### src/hsl_pkg.sv
// Constants, types and register map of the hub serial identifier loader
package hsl_pkg;

  ////////////////////////////////////////////////////////////////////////////
  // Clock and serial timing
  localparam int unsigned CLK_PERIOD_NS     = 5;
  localparam int unsigned SER_CLK_PERIOD_NS = 80;
  localparam int unsigned SER_HALF_CYC      = SER_CLK_PERIOD_NS / (2 * CLK_PERIOD_NS);
  localparam logic [3:0]  SER_HALF_LAST     = 4'(SER_HALF_CYC - 1);
  localparam logic [3:0]  STRAP_WAIT_LAST   = 4'h3;

  ////////////////////////////////////////////////////////////////////////////
  // Serial read sequence: start 1, opcode 10, address 00000
  localparam logic [7:0]  CMD_READ_WORD0    = 8'hc0;
  localparam logic [5:0]  CMD_BITS_LAST     = 6'h07;
  localparam logic [5:0]  RX_BITS_LAST      = 6'h30;
  localparam int unsigned WORD_W            = 16;
  localparam int unsigned NUM_WORDS         = 3;
  localparam int unsigned GANGED_BIT        = 14;
  localparam int unsigned NUM_PORTS         = 4;

  ////////////////////////////////////////////////////////////////////////////
  // APB register byte addresses
  localparam logic [7:0]  ADDR_CTRL         = 8'h00;
  localparam logic [7:0]  ADDR_STATUS       = 8'h04;
  localparam logic [7:0]  ADDR_IDENT        = 8'h08;
  localparam logic [7:0]  ADDR_WORD0        = 8'h0c;
  localparam logic [7:0]  ADDR_INT_STATUS   = 8'h10;
  localparam logic [7:0]  ADDR_INT_CLEAR    = 8'h14;
  localparam logic [7:0]  ADDR_INT_ENABLE   = 8'h18;

  ////////////////////////////////////////////////////////////////////////////
  // Reset values and interrupt layout
  localparam logic [3:0]  CTRL_RESET        = 4'h0;
  localparam logic [4:0]  INT_EN_RESET      = 5'h00;
  localparam int unsigned INT_LOAD_DONE     = 0;
  localparam int unsigned INT_FAULT_LSB     = 1;
  localparam logic [15:0] VENDOR_ID_DEFAULT = 16'h1234; // Arbitrary value
  localparam logic [15:0] PRODUCT_ID_DEFAULT = 16'h5678; // Arbitrary value

  ////////////////////////////////////////////////////////////////////////////
  // Types
  typedef enum logic [2:0] {
    ST_STRAP_WAIT = 3'b000,
    ST_SEND       = 3'b001,
    ST_RECV       = 3'b010,
    ST_DONE       = 3'b011,
    ST_SKIP       = 3'b100
  } hsl_state_e;

  typedef struct packed {
    logic [15:0] word0;
    logic [15:0] vendor_identifier;
    logic [15:0] product_identifier;
  } hsl_ident_s;

endpackage : hsl_pkg

### src/hsl_loader.sv
// Hub serial identifier loader with port power control and APB registers
`timescale 1ns/1ps

module hsl_loader
  import hsl_pkg::*;
(
  // Clock and reset
  input  wire logic                 i_clk,
  input  wire logic                 i_rst,
  // APB slave
  input  wire logic                 i_psel,
  input  wire logic                 i_penable,
  input  wire logic                 i_pwrite,
  input  wire logic [7:0]           i_paddr,
  input  wire logic [31:0]          i_pwdata,
  output logic      [31:0]          o_prdata,
  output logic                      o_pready,
  output logic                      o_pslverr,
  // Straps and fault pins
  input  wire logic                 i_ext_memory_enable_n,
  input  wire logic                 i_bus_power_select,
  input  wire logic [NUM_PORTS-1:0] i_overcurrent_n,
  // Serial memory pins
  output logic                      o_serial_memory_clock,
  output logic                      o_serial_memory_clock_oe,
  input  wire logic                 i_serial_memory_data,
  output logic                      o_serial_memory_data,
  output logic                      o_serial_memory_data_oe,
  output logic                      o_pulldown_en,
  // Power management
  output logic [NUM_PORTS-1:0]      o_port_power_on,
  output logic [1:0]                o_power_mode,
  output logic                      o_irq
);

  ////////////////////////////////////////////////////////////////////////////
  // Pin synchronisers
  logic [1:0]           ext_sync_r;
  logic [1:0]           bus_sync_r;
  logic [1:0]           data_sync_r;
  logic [NUM_PORTS-1:0] oc_meta_r;
  logic [NUM_PORTS-1:0] oc_sync_r;

  always_ff @(posedge i_clk or posedge i_rst) begin
    if (i_rst) begin
      ext_sync_r  <= 2'h3;
      bus_sync_r  <= 2'h0;
      data_sync_r <= 2'h0;
      oc_meta_r   <= {NUM_PORTS{1'b1}};
      oc_sync_r   <= {NUM_PORTS{1'b1}};
    end else begin
      ext_sync_r  <= {ext_sync_r[0], i_ext_memory_enable_n};
      bus_sync_r  <= {bus_sync_r[0], i_bus_power_select};
      data_sync_r <= {data_sync_r[0], i_serial_memory_data};
      oc_meta_r   <= i_overcurrent_n;
      oc_sync_r   <= oc_meta_r;
    end
  end

  // Strap resets to off: no pull-down and no read before the synced level
  wire ext_en     = ~ext_sync_r[1];
  wire data_in    = data_sync_r[1];
  wire [NUM_PORTS-1:0] fault_now = ~oc_sync_r;

  ////////////////////////////////////////////////////////////////////////////
  // Serial read engine
  hsl_state_e  state_r;
  hsl_state_e  state_nxt;
  logic [3:0]  div_cnt_r;
  logic        sclk_r;
  logic        sclk_oe_r;
  logic [7:0]  cmd_sr_r;
  logic        data_oe_r;
  logic [5:0]  bit_cnt_r;
  logic [47:0] rx_sr_r;
  logic        strap_ext_r;
  hsl_ident_s  ident_r;
  logic        load_done_pulse;

  wire active   = (state_r == ST_SEND) || (state_r == ST_RECV);
  wire div_last = (div_cnt_r == SER_HALF_LAST);
  wire sclk_fall = active & div_last & sclk_r;
  wire send_end  = (state_r == ST_SEND) & sclk_fall & (bit_cnt_r == CMD_BITS_LAST);
  wire recv_end  = (state_r == ST_RECV) & sclk_fall & (bit_cnt_r == RX_BITS_LAST);
  wire wait_end  = (state_r == ST_STRAP_WAIT) & (div_cnt_r == STRAP_WAIT_LAST);

  always_comb begin
    state_nxt = state_r;
    case (state_r)
      ST_STRAP_WAIT: begin
        if (wait_end) begin
          state_nxt = ext_en ? ST_SEND : ST_SKIP;
        end
      end
      ST_SEND: begin
        if (send_end) begin
          state_nxt = ST_RECV;
        end
      end
      ST_RECV: begin
        if (recv_end) begin
          state_nxt = ST_DONE;
        end
      end
      ST_DONE:  state_nxt = ST_DONE;
      ST_SKIP:  state_nxt = ST_SKIP;
      default:  state_nxt = ST_STRAP_WAIT;
    endcase
  end

  assign load_done_pulse = recv_end;

  always_ff @(posedge i_clk or posedge i_rst) begin
    if (i_rst) begin
      state_r <= ST_STRAP_WAIT;
    end else begin
      state_r <= state_nxt;
    end
  end

  // Divider doubles as the strap settle counter
  always_ff @(posedge i_clk or posedge i_rst) begin
    if (i_rst) begin
      div_cnt_r <= 4'h0;
    end else if (wait_end || (active && div_last)) begin
      div_cnt_r <= 4'h0;
    end else if (active || state_r == ST_STRAP_WAIT) begin
      div_cnt_r <= div_cnt_r + 4'h1;
    end
  end

  // Device-made serial clock, floats once done
  always_ff @(posedge i_clk or posedge i_rst) begin
    if (i_rst) begin
      sclk_r    <= 1'b0;
      sclk_oe_r <= 1'b0;
    end else begin
      if (recv_end) begin
        sclk_r <= 1'b0;
      end else if (active && div_last) begin
        sclk_r <= ~sclk_r;
      end
      // Enables follow the next state so they move with the state change
      sclk_oe_r <= (state_nxt == ST_SEND) || (state_nxt == ST_RECV);
    end
  end

  // Command shifter, changes while clock is low
  always_ff @(posedge i_clk or posedge i_rst) begin
    if (i_rst) begin
      cmd_sr_r  <= CMD_READ_WORD0;
      data_oe_r <= 1'b0;
    end else begin
      if (state_r == ST_SEND && sclk_fall) begin
        cmd_sr_r <= {cmd_sr_r[6:0], 1'b0};
      end
      data_oe_r <= (state_nxt == ST_SEND);
    end
  end

  // Bit counter and receive shifter; first read bit is the dummy
  always_ff @(posedge i_clk or posedge i_rst) begin
    if (i_rst) begin
      bit_cnt_r <= 6'h00;
      rx_sr_r   <= 48'h0;
    end else if (send_end) begin
      bit_cnt_r <= 6'h00;
    end else if (active && sclk_fall) begin
      bit_cnt_r <= bit_cnt_r + 6'h01;
      if (state_r == ST_RECV && bit_cnt_r != 6'h00) begin
        rx_sr_r <= {rx_sr_r[46:0], data_in};
      end
    end
  end

  // Latch words once the third arrives
  always_ff @(posedge i_clk or posedge i_rst) begin
    if (i_rst) begin
      ident_r     <= '{word0: 16'h0000, vendor_identifier: VENDOR_ID_DEFAULT,
                       product_identifier: PRODUCT_ID_DEFAULT};
      strap_ext_r <= 1'b0;
    end else begin
      if (wait_end) begin
        strap_ext_r <= ext_en;
      end
      if (recv_end) begin
        ident_r <= {rx_sr_r[46:0], data_in};
      end
    end
  end

  ////////////////////////////////////////////////////////////////////////////
  // Pull-downs and power mode
  logic       pulldown_r;
  logic       ganged_r;
  logic [1:0] mode_r;

  always_ff @(posedge i_clk or posedge i_rst) begin
    if (i_rst) begin
      pulldown_r <= 1'b0;
      ganged_r   <= 1'b0;
      mode_r     <= 2'h0;
    end else begin
      pulldown_r <= ext_en;
      // Without a memory the data pin carries the ganged level
      if (state_r == ST_DONE) begin
        ganged_r <= ident_r.word0[GANGED_BIT];
      end else if (state_r == ST_SKIP) begin
        ganged_r <= data_in;
      end
      mode_r <= {bus_sync_r[1], ganged_r};
    end
  end

  ////////////////////////////////////////////////////////////////////////////
  // Port power and interrupts
  logic [NUM_PORTS-1:0] port_en_r;
  logic [NUM_PORTS-1:0] port_on_r;
  logic [4:0]           int_stat_r;
  logic [4:0]           int_en_r;
  logic                 irq_r;
  logic [4:0]           int_set;
  logic [4:0]           int_clr;
  wire  [NUM_PORTS-1:0] fault_lat = int_stat_r[INT_FAULT_LSB +: NUM_PORTS];
  wire  ready_ports = (state_r == ST_DONE) || (state_r == ST_SKIP);

  // APB decode
  // Ready is a flop, so each access gets one wait state
  wire apb_access = i_psel & i_penable & ~o_pready;
  wire apb_commit = i_psel & i_penable & o_pready;
  wire apb_wr     = apb_commit & i_pwrite;

  function automatic logic addr_hit(input logic [7:0] a, input logic [7:0] r);
    addr_hit = (a == r);
  endfunction : addr_hit

  wire hit_ctrl   = addr_hit(i_paddr, ADDR_CTRL);
  wire hit_status = addr_hit(i_paddr, ADDR_STATUS);
  wire hit_ident  = addr_hit(i_paddr, ADDR_IDENT);
  wire hit_word0  = addr_hit(i_paddr, ADDR_WORD0);
  wire hit_istat  = addr_hit(i_paddr, ADDR_INT_STATUS);
  wire hit_iclr   = addr_hit(i_paddr, ADDR_INT_CLEAR);
  wire hit_ien    = addr_hit(i_paddr, ADDR_INT_ENABLE);
  wire hit_any    = hit_ctrl | hit_status | hit_ident | hit_word0 |
                    hit_istat | hit_iclr | hit_ien;

  assign int_clr = (apb_wr && hit_iclr) ? i_pwdata[4:0] : 5'h00;

  // A latched fault holds its port off until software clears it
  genvar g;
  generate
    for (g = 0; g < NUM_PORTS; g++) begin : g_port
      // Ganged: any fault trips all; individual: only its own
      assign int_set[INT_FAULT_LSB + g] = ganged_r ? (|fault_now) : fault_now[g];
      always_ff @(posedge i_clk or posedge i_rst) begin
        if (i_rst) begin
          port_on_r[g] <= 1'b0;
        end else begin
          port_on_r[g] <= ready_ports & port_en_r[g] & ~fault_lat[g] &
                          ~int_set[INT_FAULT_LSB + g];
        end
      end
    end
  endgenerate

  assign int_set[INT_LOAD_DONE] = load_done_pulse;

  always_ff @(posedge i_clk or posedge i_rst) begin
    if (i_rst) begin
      int_stat_r <= 5'h00;
      int_en_r   <= INT_EN_RESET;
      port_en_r  <= CTRL_RESET;
      irq_r      <= 1'b0;
    end else begin
      int_stat_r <= (int_stat_r & ~int_clr) | int_set;        // Set wins
      if (apb_wr && hit_ien) begin
        int_en_r <= i_pwdata[4:0];
      end
      if (apb_wr && hit_ctrl) begin
        port_en_r <= i_pwdata[3:0];
      end
      irq_r <= |(int_stat_r & int_en_r);
    end
  end

  ////////////////////////////////////////////////////////////////////////////
  // APB read data and answer, one wait state
  logic [31:0] rd_mux;
  logic [31:0] prdata_r;
  logic        pready_r;
  logic        pslverr_r;

  assign rd_mux =
      hit_ctrl   ? {28'h0, port_en_r} :
      hit_status ? {24'h0, mode_r, ganged_r, strap_ext_r, 1'b0, state_r} :
      hit_ident  ? {ident_r.vendor_identifier, ident_r.product_identifier} :
      hit_word0  ? {16'h0, ident_r.word0} :
      hit_istat  ? {27'h0, int_stat_r} :
      hit_ien    ? {27'h0, int_en_r} :
                   32'h0;

  always_ff @(posedge i_clk or posedge i_rst) begin
    if (i_rst) begin
      prdata_r  <= 32'h0;
      pready_r  <= 1'b0;
      pslverr_r <= 1'b0;
    end else begin
      pready_r  <= apb_access;
      pslverr_r <= apb_access & ~hit_any;
      prdata_r  <= (apb_access && !i_pwrite) ? rd_mux : 32'h0;
    end
  end

  ////////////////////////////////////////////////////////////////////////////
  // Outputs
  assign o_prdata                 = prdata_r;
  assign o_pready                 = pready_r;
  assign o_pslverr                = pslverr_r;
  assign o_serial_memory_clock    = sclk_r;
  assign o_serial_memory_clock_oe = sclk_oe_r;
  assign o_serial_memory_data     = cmd_sr_r[7];
  assign o_serial_memory_data_oe  = data_oe_r;
  assign o_pulldown_en            = pulldown_r;
  assign o_port_power_on          = port_on_r;
  assign o_power_mode             = mode_r;
  assign o_irq                    = irq_r;

endmodule : hsl_loader

### config.mk
export PLATFORM = sky130hd
export DESIGN_NAME = hsl_loader
export DESIGN_NICKNAME = d
export VERILOG_FILES = /design/src/hsl_pkg.sv /design/src/hsl_loader.sv
export SDC_FILE = /design/constraint.sdc
export NUM_CORES = 1
export LEC_CHECK = 0
export BUFFER_PORTS_ARGS = -buffer_cell sky130_fd_sc_hd__buf_2
export CAP_MARGIN = 0
export CORE_MARGIN = 2
export CORE_UTILIZATION = 25
export CTS_CLUSTER_DIAMETER = 120
export DETAILED_ROUTE_END_ITERATION = 10
export PLACE_DENSITY = 0.42
export SLEW_MARGIN = 20
export SYNTH_ARGS = -nofsm -noshare
export SYNTH_HDL_FRONTEND = slang
export SYNTH_SLANG_ARGS = --single-unit
### constraint.sdc
create_clock -name i_clk -period 7.4 [get_ports i_clk]
set_input_delay 0.74 -clock i_clk [delete_from_list [all_inputs] [get_ports i_clk]]
set_output_delay 0.74 -clock i_clk [all_outputs]
set_load 0.01 [all_outputs]
==> implementation parameters, run 1 <==
Parameter                              Value

Placed design
  Post-Place Cells    959
  I/O Buffers    70
  Post-DP HPWL    9.557 mm
  Post-placement setup slack    4682 ps
  Final weighted congestion in routability-driven placement    0.7657

Yosys
  Post-synthesis area per instance    about 14 um^2
  Synth unique cells    53
  Number of warnings printed during yosys synthesis    0
  FF+latch count, synth    185
  Sequential share of the synthesized area    0.6237
  Post-synth net total    approximately 570
  Yosys top cell by area    sky130_fd_sc_hd__dfrtp_1
  Cell area after synthesis    around 7500 um^2
  Dominant cells by area after synthesis    sky130_fd_sc_hd__dfrtp_1, sky130_fd_sc_hd__mux2_4, sky130_fd_sc_hd__dfstp_2, sky130_fd_sc_hd__mux2_2, sky130_fd_sc_hd__mux2i_1
  Most common library cells after synthesis    sky130_fd_sc_hd__dfrtp_1, sky130_fd_sc_hd__mux2_2, sky130_fd_sc_hd__mux2_4
  Ys async rst share    1.000
  Synthesized instance count    519
  Number of enable flip-flop cells after synthesis    0
  Top-count cell post-synth    sky130_fd_sc_hd__dfrtp_1
  Dominant register cell in the synthesized netlist    sky130_fd_sc_hd__dfrtp_1
  Portion of synthesized cell area occupied by the leading cell type    0.5358

Final layout
  Area Overhead vs Synth    18.35%
  Share of layout cells above drive strength 1    0.4193
  Final core utilization    0.2992
  Count of non-filler cells in the finished layout    approximately 1000
  Layout filler cell count    2969
  Antenna fix cells    0
  Number of nets in the layout    643

STA
  Final min period    between 2000 and 3000 ps
  Sum of negative setup slack    0 ps
  Max Transition Viols Final    0
  Number of failing setup endpoints in the final timing report    0
  Fraction of the cycle the final worst path needs    0.3514
  Worst clock skew    roughly 12 ps
  Worst hold margin    roughly 350 ps
  F_max    384.6 MHz
  Fin worst setup slack    4800 ps
  Final hold vios    0
  Unrepaired setup endpoints after global routing    false
  Actual transition at the worst max-transition pin    between 900 and 1000 ps
  Slew headroom    0.3537

Global route
  Total global routing track utilization    0.1003
  Highest-utilization routing layer at the global route stage    met2
  Total congestion overflow after global routing    0
  Met1 layer usage reported by global route    0.1348
  Global-route wire length before repair    24.68 mm
  Met2 global-route usage    0.1608
  Number of global-route vias before repair    4540
  Number of antenna violations at the first check in global routing    0
  Largest net degree at the start of global routing    106
  Met3 layer usage reported by global route    0.02169

Setup path
  Crit path arrival time    2890 ps
  Launching element type of the critical path    register
  Cell type of the slowest stage on the worst timing path    sky130_fd_sc_hd__dfrtp_1
  Start-to-end type of the worst setup path    register to register
  Maximum net fanout on the critical path    a little over 50
  Critical path cell sequence    and4bb_1 > nand4_1 > or3_2 > buf_4 > mux2_4
  Required time of the worst setup path    7690 ps
  Crit path largest cell delay    520 ps
  Endpoint type of the worst setup path    register

Detailed routing
  Total length of routed wires    roughly 15 mm
  Count of TritonRoute iterations in the first routing pass    4
  Total via count after detailed routing    4153
  Vias per std cell    between 4 and 5
  Detail-routed net length per standard cell    around 15 um
  DRC    0
  Count of antenna-violating nets left after detailed routing    0
  Number of DRC markers after the initial detailed-route iteration    approximately 240

Floorplan
  Initial cell density of the core    0.2528
  Core Footprint    29560 um^2
  Total number of placement rows    63
  I/O Pins    98
  Floorplan die height    approximately 180 um
  DIE AREA    approximately 31000 um^2
  Die boundary width    about 180 um

Clock network
  # Post-CTS Setup Buffers    0
  Library cell used as clock root buffer    sky130_fd_sc_hd__clkbuf_16
  Number of levels in the clock H-tree    4
  Clock buffers created by TritonCTS    17
  CTS hold repair buffers    0
  Clock tree from TritonCTS    built
  Clock network latency to the later pin of the worst-skew pair    420 ps
  Number of instances resized during post-cts repair    0
  Clk pin slew, worst setup/hold paths    70 ps
  Clock Path Buffers    2
  Clock net sink count    185

Flow run
  Max-cap viol count    0

Status
  Run status    finished clean

Pwr
  Leakage    4.309 nW
  Worst VDD drop    about 0.00018 V
  Power density relative to cell area    249.1 nW/um^2

Min path
  Class of the tightest hold or removal check    register to register
-- worst max-delay path: cells and delay by family (launching register included) --
| family | cells | cell delay, ps |
|---|---|---|
| DFF | 1 | 520 |
| buffers and inverters | 1 | 430 |
| and+or+nand+nor | 3 | 1100 |
| muxes | 1 | 420 |
-- metrics by stage --
| step | total power [W] | instance area, um^2 |
|---|---|---|
| 2_1_floorplan | 0.001199 | 7472 |
| 3_3_place_gp | 0.001251 | 8208 |
| 3_5_place_dp | 0.001259 | 8208 |
| 4_1_cts | 0.002241 | 8840 |
| 5_1_grt | 0.002309 | 8843 |
| 6_report | 0.002203 | 8843 |
-- final timing paths --
path	from	to	slack (ps)	depth (start not counted)
min in group asynchronous	i_rst	o_prdata[3]	440	2
setup reg to reg	state_r[2]	ident_r[36]	4800	5
setup / recovery	state_r[2]	ident_r[36]	4800	5
hold reg to reg	bus_sync_r[0]	bus_sync_r[1]	350	0
max in group asynchronous	i_rst	o_irq	5740	3
hold / removal	bus_sync_r[0]	bus_sync_r[1]	350	0
-- report_power, final --
part	internal, W	total, W	switching (W)
clock	0.000522	0.000964	0.000443
sequential	0.00105	0.00109	0.0000380
combinational	0.0000555	0.000153	0.0000974
-- cells by family (layout without fill, tap and decap cells) --
family                     Yosys count  in the layout  share of synthesized area
buffers and inverters               34            116                    0.02545
xor gates and xnor gates             8              8                   0.009376
DFF                                185            185                     0.6237
muxes                              120            120                     0.2019
AOI/OAI and AO/OA                   50             50                    0.04421
and+or+nand+nor                    119            119                    0.09025
adders and majority gates            3              3                   0.005024
-- area by class of cell --
class / count / area (um^2) / area share
Clock buffer: 17 / 425.4 / 0.04810
Clock inverter: 15 / 206.4 / 0.02334
Multi-Input combinational cell: 300 / 2638 / 0.2982
Timing Repair Buffer: 73 / 376.6 / 0.04259
Sequential cell: 185 / 4661 / 0.5270
Tap cell: 390 / 488.0 / 0.05518
Inverter: 11 / 48.80 / 0.005518
-- flip-flops by register name (all words and copies together) (netlist names), 2 cells and up --
register / cells
ident_r: 48
rx_sr_r: 47
o_prdata: 32
bit_cnt_r: 6
int_en_r: 5
int_stat_r: 5
div_cnt_r: 4
o_port_power_on: 4
oc_meta_r: 4
oc_sync_r: 4
port_en_r: 4
state_r: 3
bus_sync_r: 2
cmd_sr_r: 2
data_sync_r: 2
ext_sync_r: 2
o_power_mode: 2
-- metal layers --
metal,vias up,routed length (um),part of all wire
met1,2138,6995,0.47
met5,-,0,0
met2,50,7186,0.49
met3,8,431,0.029
li1,1957,-,-
met4,0,160,0.011
-- cells in the final DEF (no fill, tap or decap), drive strengths merged, types with 2 or more instances in the layout --
master and n:
nor3 6, o22ai 2, or4b 2, nand3 3, clkbuf 17, nor2b 6, o21a 2, xor2 4
nand4 7, o311ai 2, or4 2, mux2i 15, nand2b 7, and3 3, ha 3, a22oi 3
o2bb2ai 4, o21ai 13, dfstp 25, bufinv 2, clkinvlp 2, dfrtp 160, and2 17, inv 18
nand2 31, xnor2 4, or3 2, nor2 23, mux2 105, nor4b 5, a221o 3, clkinv 4
buf 73, a21oi 13
Power figures use the tool's default switching activity.
==> inputs of run 2 (changes only) <==
==> constraint.sdc (replaced) <==
create_clock -name i_clk -period 2.6 [get_ports i_clk]
set_input_delay 0.26 -clock i_clk [delete_from_list [all_inputs] [get_ports i_clk]]
set_output_delay 0.26 -clock i_clk [all_outputs]
set_load 0.01 [all_outputs]
==> run 2 against run 1 <==
Net effect:
- global-route usage is 0.11 points higher
- clock skew is 7.2 ps lower
- clock power grew to 2.7 times the previous value
- sequential share of layout area is 0.87 points lower
- core utilization is 0.50 points higher
- hold slack worse by 280 ps
- wire length is 0.59% higher
==> implementation parameters, run 2 (synthesis results as in run 1) <==
Parameter                              Value

Status
  Run status    finished clean (unchanged)

Final layout
  Share of layout cells above drive strength 1    0.4179 (was 0.4193)
  Most frequent cells in the layout    sky130_fd_sc_hd__dfrtp_1, sky130_fd_sc_hd__buf_2, sky130_fd_sc_hd__mux2_2 (unchanged)
  Most frequent standard cell in the layout excluding fill and tap cells    sky130_fd_sc_hd__dfrtp_1 (unchanged)
  Register with the most flip-flops    ident_r (unchanged)
  Layout filler cell count    2961 (was 2969)
  Number of nets in the layout    657 (was 643)
  Number of flip-flops in the largest register    48 (unchanged)
  Area Overhead vs Synth    20.34% (was 18.35%)

Pwr
  Internal Power    0.004646 W (was 0.001624 W)
  Switching share of power    0.2474 (was 0.2625)
  Net switching power    0.001527 W (was 0.0005782 W)
  Sequential power share    0.499 (was 0.493)
  Power density relative to cell area    686.5 nW/um^2 (was 249.1 nW/um^2)
  Total Power Consumption    0.006173 W (was 0.002203 W)
  Leakage    4.373 nW (was 4.309 nW)
  Clock power frac    0.426 (was 0.438)
  Power share of the combinational group    0.076 (was 0.069)
  Worst VDD drop    0.0004440 V (was 0.0001813 V)

Global route
  Total global routing track utilization    0.1014 (was 0.1003)
  Global-route wire length before repair    24.48 mm (was 24.68 mm)
  Total congestion overflow after global routing    0 (unchanged)
  Number of global-route vias before repair    4505 (was 4540)
  Largest net degree at the start of global routing    52 (was 106)
  Number of antenna violations at the first check in global routing    1 (was 0)

Detailed routing
  Total length of routed wires    14.86 mm (was 14.77 mm)
  Detail-routed net length per standard cell    14.77 um (was 14.91 um)
  Number of DRC markers after the initial detailed-route iteration    176 (was 242)
  Vias per std cell    4.193 (was 4.191)
  Count of antenna-violating nets left after detailed routing    0 (unchanged)
  Count of TritonRoute iterations in the first routing pass    4 (unchanged)
  DRC    0 (unchanged)
  Total via count after detailed routing    4218 (was 4153)

STA
  Unrepaired setup endpoints after global routing    false (unchanged)
  Slew headroom    0.5623 (was 0.3537)
  Final min period    2339 ps (was 2600 ps)
  Max Transition Viols Final    0 (unchanged)
  F_max    427.6 MHz (was 384.6 MHz)
  Number of failing setup endpoints in the final timing report    0 (unchanged)
  Fin worst setup slack    261.1 ps (was 4800 ps)
  Fraction of the cycle the final worst path needs    0.8996 (was 0.3514)
  Worst clock skew    4.807 ps (was 11.96 ps)
  Final hold vios    0 (unchanged)
  Actual transition at the worst max-transition pin    656.5 ps (was 969.5 ps)

Floorplan
  Initial cell density of the core    0.2528 (unchanged)
  Die boundary width    176.9 um (unchanged)
  Floorplan die height    176.9 um (unchanged)
  DIE AREA    31290 um^2 (unchanged)
  Total number of placement rows    63 (unchanged)
  Core Footprint    29560 um^2 (unchanged)
  I/O Pins    98 (unchanged)

Placed design
  Post-DP HPWL    9.915 mm (was 9.557 mm)
  I/O Buffers    70 (unchanged)
  Final weighted congestion in routability-driven placement    0.7606 (was 0.7657)
  Post-placement setup slack    250.5 ps (was 4682 ps)

Setup path
  Start-to-end type of the worst setup path    register to register (unchanged)
  Crit path largest cell delay    520 ps (about the same)
  Crit path arrival time    2650 ps (was 2890 ps)
  Endpoint type of the worst setup path    register (unchanged)
  Maximum net fanout on the critical path    51 (unchanged)
  Launch point of the worst reg-to-reg path    div_cnt_r[0] (was state_r[2])
  Cell type of the slowest stage on the worst timing path    sky130_fd_sc_hd__or3_2 (was sky130_fd_sc_hd__dfrtp_1)
  Launching element type of the critical path    register (unchanged)
  Required time of the worst setup path    2910 ps (was 7690 ps)
  Launch point of the worst path    div_cnt_r[0] (was state_r[2])
  Critical path cell sequence    ha_1 > and4bb_1 > nand4_1 > or3_2 > buf_12 > mux2_4 (was and4bb_1 > nand4_1 > or3_2 > buf_4 > mux2_4)

Clock network
  Clock net sink count    185 (unchanged)
  Clk pin slew, worst setup/hold paths    70 ps (about the same)
  Clock Path Buffers    2 (unchanged)
  Number of levels in the clock H-tree    4 (unchanged)
  Clock network latency to the later pin of the worst-skew pair    420 ps (about the same)
  Library cell used as clock root buffer    sky130_fd_sc_hd__clkbuf_16 (unchanged)
  Clock tree from TritonCTS    built (unchanged)
  Number of instances resized during post-cts repair    0 (unchanged)
  # Post-CTS Setup Buffers    0 (unchanged)
  Clock buffers created by TritonCTS    17 (unchanged)

Min path
  Class of the tightest hold or removal check    primary input to register (was register to register)
  Min-Delay Startpoint    i_penable (was bus_sync_r[0])

Flow run
  Max-cap viol count    0 (unchanged)
==> run 2: path summary, 6_finish.rpt <==
kind,endpoint,slack [ps],cells after the start
worst min-delay path,o_pready,70,3
worst min register to register,bus_sync_r[1],350,0
max in group asynchronous,ident_r[6],1470,4
worst max-delay path,ident_r[36],260,6
min in group asynchronous,o_prdata[24],390,3
worst max register to register,ident_r[36],260,6
==> run 2: area by class of cell <==
| cell class | instances | area (um^2) | share of cell area |
|---|---|---|---|
| Sequential cell | 185 | 4661 | 0.5183 |
| Multi-Input combinational cell | 300 | 2638 | 0.2933 |
| Timing Repair Buffer | 87 | 560.5 | 0.06233 |
| Tap cell | 390 | 488.0 | 0.05426 |
| Clock buffer | 20 | 456.7 | 0.05079 |
| Clock inverter | 12 | 141.4 | 0.01572 |
| Inverter | 11 | 45.04 | 0.005009 |
| Antenna cell | 1 | 2.502 | 0.0002783 |
==> run 2: power by group through the flow <==
stage	logic (W)	registers, W	clock network (W)
CTS	0.000476	0.00308	0.00274
detailed placement	0.000461	0.00314	0
global route	0.000545	0.00310	0.00285
floorplan	0.000307	0.00311	0
finish	0.000466	0.00308	0.00263
global placement	0.000450	0.00313	0
==> run 2: per-layer routing <==
| metal | routed length (um) | GRT usage | share of wire |
|---|---|---|---|
| met1 | 6894 | 0.1315 | 0.46 |
| met2 | 7211 | 0.1621 | 0.49 |
| met3 | 552 | 0.02749 | 0.037 |
| met4 | 202 | 0.03753 | 0.014 |
| met5 | 0 | 0 | 0 |
==> run 2: critical path, delay by kind of cell, from the launching register on <==
| family | cells | cell delay [ps] |
|---|---|---|
| fa+ha+maj | 1 | 200 |
| simple gates | 3 | 1010 |
| mux | 1 | 340 |
| buf+inv | 1 | 250 |
| flops | 1 | 390 |
==> run 2: metrics by stage <==
stage / hold WS [ps] / util / area [um^2] / setup TNS, ps / instances
2_1_floorplan: 264.5 / - / 7476 / -2898 / 519
3_3_place_gp: 294.8 / 0.2812 / 8312 / 0 / 965
3_5_place_dp: 302.1 / 0.2812 / 8312 / 0 / 965
4_1_cts: 45.61 / 0.3041 / 8990 / 0 / 1005
5_1_grt: 73.63 / 0.3042 / 8992 / 0 / 1006
6_report: 70.32 / 0.3042 / 8992 / 0 / 1006
==> run 2: repair_timing <==
action	in CTS	in global routing
endpoints found under the hold margin	19	0
endpoints found under the setup margin	0	0
hold buffers	8	0
==> inputs of run 3 (changes only) <==
--- a/config.mk
+++ b/config.mk
@@ -5,6 +5,7 @@
 export SDC_FILE = /design/constraint.sdc
 export NUM_CORES = 1
 export LEC_CHECK = 0
+export ABC_AREA = 1
 export BUFFER_PORTS_ARGS = -buffer_cell sky130_fd_sc_hd__buf_2
 export CAP_MARGIN = 0
 export CORE_MARGIN = 2
==> run 3 against run 2 <==
Net effect:
- clock power is 3% higher
- area after synthesis up 3.0%
- register-to-register slack improved by 350 ps
- largest power group unchanged
- hold slack gained 39 ps
- combinational power is 2% lower
- sequential power about the same
- critical path type unchanged
- count of clock-buffer cells in the layout unchanged
- fmax rose by 18%
- sequential cell count unchanged
- clock skew is 8.6 ps higher
==> implementation parameters, run 3 <==
Parameter                              Value

Status
  Run status    finished clean (unchanged)

Yosys
  FF+latch count, synth    185 (unchanged)
  Synthesized instance count    778 (was 519)
  Top-count cell post-synth    sky130_fd_sc_hd__nand2_1 (was sky130_fd_sc_hd__dfrtp_1)
  Ys async rst share    1.000 (unchanged)
  Post-synth net total    833 (was 574)
  Number of enable flip-flop cells after synthesis    0 (unchanged)
  Cell area after synthesis    7700 um^2 (was 7472 um^2)
  Dominant cells by area after synthesis    sky130_fd_sc_hd__dfrtp_1, sky130_fd_sc_hd__nand2_1, sky130_fd_sc_hd__dfstp_2, sky130_fd_sc_hd__o21ai_2, sky130_fd_sc_hd__inv_1 (was sky130_fd_sc_hd__dfrtp_1, sky130_fd_sc_hd__mux2_4, sky130_fd_sc_hd__dfstp_2, sky130_fd_sc_hd__mux2_2, sky130_fd_sc_hd__mux2i_1)
  Post-synthesis area per instance    9.897 um^2 (was 14.40 um^2)
  Synth unique cells    36 (was 53)
  Dominant register cell in the synthesized netlist    sky130_fd_sc_hd__dfrtp_1 (unchanged)
  Sequential share of the synthesized area    0.6053 (was 0.6237)
  Most common library cells after synthesis    sky130_fd_sc_hd__nand2_1, sky130_fd_sc_hd__dfrtp_1, sky130_fd_sc_hd__inv_1 (was sky130_fd_sc_hd__dfrtp_1, sky130_fd_sc_hd__mux2_2, sky130_fd_sc_hd__mux2_4)
  Portion of synthesized cell area occupied by the leading cell type    0.5200 (was 0.5358)
  Number of warnings printed during yosys synthesis    0 (unchanged)
  Yosys top cell by area    sky130_fd_sc_hd__dfrtp_1 (unchanged)

Global route
  Number of antenna violations at the first check in global routing    0 (was 1)
  Largest net degree at the start of global routing    56 (was 52)
  Total global routing track utilization    0.1039 (was 0.1014)
  Number of global-route vias before repair    5102 (was 4505)
  Total congestion overflow after global routing    0 (unchanged)
  Global-route wire length before repair    26.76 mm (was 24.48 mm)

Floorplan
  Die boundary width    179.5 um (was 176.9 um)
  Floorplan die height    179.5 um (was 176.9 um)
  Total number of placement rows    64 (was 63)
  I/O Pins    98 (unchanged)
  Core Footprint    30430 um^2 (was 29560 um^2)
  DIE AREA    32220 um^2 (was 31290 um^2)
  Initial cell density of the core    0.2530 (was 0.2528)

STA
  Number of failing setup endpoints in the final timing report    0 (unchanged)
  Unrepaired setup endpoints after global routing    false (unchanged)
  Worst clock skew    13.43 ps (was 4.807 ps)
  Fraction of the cycle the final worst path needs    0.7633 (was 0.8996)
  Final min period    1985 ps (was 2339 ps)
  Final hold vios    0 (unchanged)
  F_max    503.9 MHz (was 427.6 MHz)
  Actual transition at the worst max-transition pin    738.0 ps (was 656.5 ps)
  Slew headroom    0.5070 (was 0.5623)
  Max Transition Viols Final    0 (unchanged)

Setup path
  Worst reg2reg endpoint    rx_sr_r[26] (was ident_r[36])
  Critical path buffer and inverter count    3 (was 1)
  Endpoint type of the worst setup path    register (unchanged)
  Crit path arrival time    2300 ps (was 2650 ps)
  Most prevalent standard cell on the critical path    sky130_fd_sc_hd__nand2_1
  Required time of the worst setup path    2910 ps (about the same)
  Crit path largest cell delay    380 ps (was 520 ps)
  Start-to-end type of the worst setup path    register to register (unchanged)
  Cell type of the slowest stage on the worst timing path    sky130_fd_sc_hd__dfrtp_1 (was sky130_fd_sc_hd__or3_2)
  Gate family responsible for the most delay along the worst path    simple AND/OR/NAND/NOR gates (unchanged)
  Worst-case reg-to-reg path depth    11 (was 6)
  Critical path cell sequence    ha_1 > nand2_1 > nor2_1 > nand3_2 > inv_2 > nand2_4 > inv_4 > nand3_4 > buf_12 > nand2_1 > o21ai_2 (was ha_1 > and4bb_1 > nand4_1 > or3_2 > buf_12 > mux2_4)
  Launch point of the worst reg-to-reg path    div_cnt_r[0] (unchanged)
  Maximum net fanout on the critical path    55 (was 51)
  Launching element type of the critical path    register (unchanged)
  Slack of the worst reg-to-reg path    620 ps (was 260 ps)

Clock network
  Clock tree from TritonCTS    built (unchanged)
  Clk pin slew, worst setup/hold paths    70 ps (about the same)
  Number of levels in the clock H-tree    4 (unchanged)
  Clock network latency to the later pin of the worst-skew pair    430 ps (was 420 ps)
  Clock Path Buffers    2 (unchanged)
  Clock net sink count    185 (unchanged)
  Library cell used as clock root buffer    sky130_fd_sc_hd__clkbuf_16 (unchanged)
  # Post-CTS Setup Buffers    0 (unchanged)
  Clock buffers created by TritonCTS    17 (unchanged)

Final layout
  Most frequent standard cell in the layout excluding fill and tap cells    sky130_fd_sc_hd__nand2_1 (was sky130_fd_sc_hd__dfrtp_1)
  Most frequent cells in the layout    sky130_fd_sc_hd__nand2_1, sky130_fd_sc_hd__dfrtp_1, sky130_fd_sc_hd__inv_1 (was sky130_fd_sc_hd__dfrtp_1, sky130_fd_sc_hd__buf_2, sky130_fd_sc_hd__mux2_2)
  Total non-filler cell area in the finished layout    9229 um^2 (was 8992 um^2)
  Layout filler cell count    3207 (was 2961)
  Number of flip-flops in the largest register    48 (unchanged)
  Count of non-filler cells in the finished layout    1275 (was 1006)
  Register with the most flip-flops    ident_r (unchanged)
  Number of nets in the layout    921 (was 657)
  Area taken by multi-input logic gates    2442 um^2 (was 2638 um^2)
  Antenna fix cells    0 (was 1)
  Share of layout cells above drive strength 1    0.2730 (was 0.4179)
  Area Overhead vs Synth    19.86% (was 20.34%)
  Area used by sequential logic in the layout    4661 um^2 (unchanged)

Pwr
  Switching share of power    0.2500 (was 0.2474)
  Leakage    4.210 nW (was 4.373 nW)
  Clock power frac    0.433 (was 0.426)
  Internal Power    0.004686 W (was 0.004646 W)
  Power share of the combinational group    0.074 (was 0.076)
  Power density relative to cell area    677.0 nW/um^2 (was 686.5 nW/um^2)
  Sequential power share    0.493 (was 0.499)
  Worst VDD drop    0.0003647 V (was 0.0004440 V)
  Net switching power    0.001562 W (was 0.001527 W)

Detailed routing
  Total via count after detailed routing    5155 (was 4218)
  Vias per std cell    4.043 (was 4.193)
  Count of TritonRoute iterations in the first routing pass    4 (unchanged)
  Detail-routed net length per standard cell    12.57 um (was 14.77 um)
  DRC    0 (unchanged)
  Count of antenna-violating nets left after detailed routing    0 (unchanged)
  Number of DRC markers after the initial detailed-route iteration    327 (was 176)
  Total length of routed wires    16.03 mm (was 14.86 mm)

Flow run
  Max-cap viol count    0 (unchanged)

Min path
  End of the worst hold path    o_pready (unchanged)
  Min-Delay Startpoint    i_penable (unchanged)
  Hold depth    3 (unchanged)
  Class of the tightest hold or removal check    primary input to register (unchanged)

Placed design
  I/O Buffers    70 (unchanged)
  Post-DP HPWL    10.96 mm (was 9.915 mm)
  Final weighted congestion in routability-driven placement    0.7534 (was 0.7606)
  Standard cell area after detailed placement    8546 um^2 (was 8312 um^2)
  Post-Place Cells    1235 (was 965)
-- run 3: cell count changes in the layout (fill, tap and decap cells not counted), moves of 44 or more --
cell / previous run / this run
sky130_fd_sc_hd__nand2_1: 31 / 185
sky130_fd_sc_hd__inv_1: 10 / 90
sky130_fd_sc_hd__o21ai_2: 0 / 65
sky130_fd_sc_hd__mux2_4: 47 / 0
sky130_fd_sc_hd__mux2_2: 58 / 1
sky130_fd_sc_hd__nor2_1: 14 / 58
-- run 3: routing by layer --
metal / vias up / global-route usage / wire (um)
li1: 2640 / - / -
met1: 2443 / 0.1446 / 8087
met2: 57 / 0.1585 / 7334
met3: 15 / 0.02289 / 366
met4: 0 / 0.03837 / 242
met5: - / 0 / 0
-- run 3: layout make-up --
class,instances,area share
flip-flops and latches,185,0.5050
multi-input cells,471,0.2646
repair buffers,95,0.07131
well taps,396,0.05369
clock buffers,20,0.04732
inverters,96,0.03999
clock inverters,12,0.01803
-- run 3: how the worst max path moves through the flow --
stage,to,depth (start not counted),start,slack [ps]
5_1_grt,rx_sr_r[27],11,div_cnt_r[0],390
3_3_place_gp,rx_sr_r[44],11,div_cnt_r[0],610
3_5_place_dp,rx_sr_r[44],11,div_cnt_r[0],580
6_report,rx_sr_r[26],11,div_cnt_r[0],620
2_1_floorplan,bit_cnt_r[0],1,i_rst,-20
4_1_cts,rx_sr_r[44],11,div_cnt_r[0],570
-- run 3: power by group through the flow --
stage               combinational (W)  sequential [W]  clock, W
floorplan                    0.000294         0.00312         0
global placement             0.000460         0.00314         0
detailed placement           0.000463         0.00313         0
CTS                          0.000474         0.00308   0.00280
global route                 0.000539         0.00309   0.00292
finish                       0.000459         0.00308   0.00271
-- run 3: per-stage QoR --
step	utilization	TNS (ps)	setup slack [ps]	power [W]	hold WS (ps)
after floorplan	-	-2898	-18.11	0.003411	264.5
after global placement	0.2808	0	611.0	0.003595	331.6
after detailed placement	0.2808	0	581.3	0.003597	334.7
after CTS	0.3033	0	567.8	0.006350	92.77
after global routing	0.3033	0	386.2	0.006546	100.1
final	0.3033	0	615.3	0.006248	109.0
-- run 3: worst reg2reg max path, stage by stage (launching register included) --
cell                      delay, ps
sky130_fd_sc_hd__dfrtp_1        380
sky130_fd_sc_hd__ha_1           180
sky130_fd_sc_hd__nand2_1         50
sky130_fd_sc_hd__nor2_1         160
sky130_fd_sc_hd__nand3_2         90
sky130_fd_sc_hd__inv_2           90
sky130_fd_sc_hd__nand2_4         90
sky130_fd_sc_hd__inv_4          120
sky130_fd_sc_hd__nand3_4        230
sky130_fd_sc_hd__buf_12         290
sky130_fd_sc_hd__nand2_1        140
sky130_fd_sc_hd__o21ai_2         50
-- run 3: timing repair --
action,in CTS,in global routing
endpoints found under the hold margin,27,0
gates resized for setup,0,0
hold buffers,8,0
-- run 3: cells by family (layout without fill, tap and decap cells) --
family,count (synthesis),after routing,synth area share
buf+inv,122,223,0.07751
compound gates,154,154,0.1347
xor+xnor,4,4,0.004551
fa+ha+maj,3,3,0.004875
mux,1,1,0.001462
simple gates,309,309,0.1716
flops,185,185,0.6053
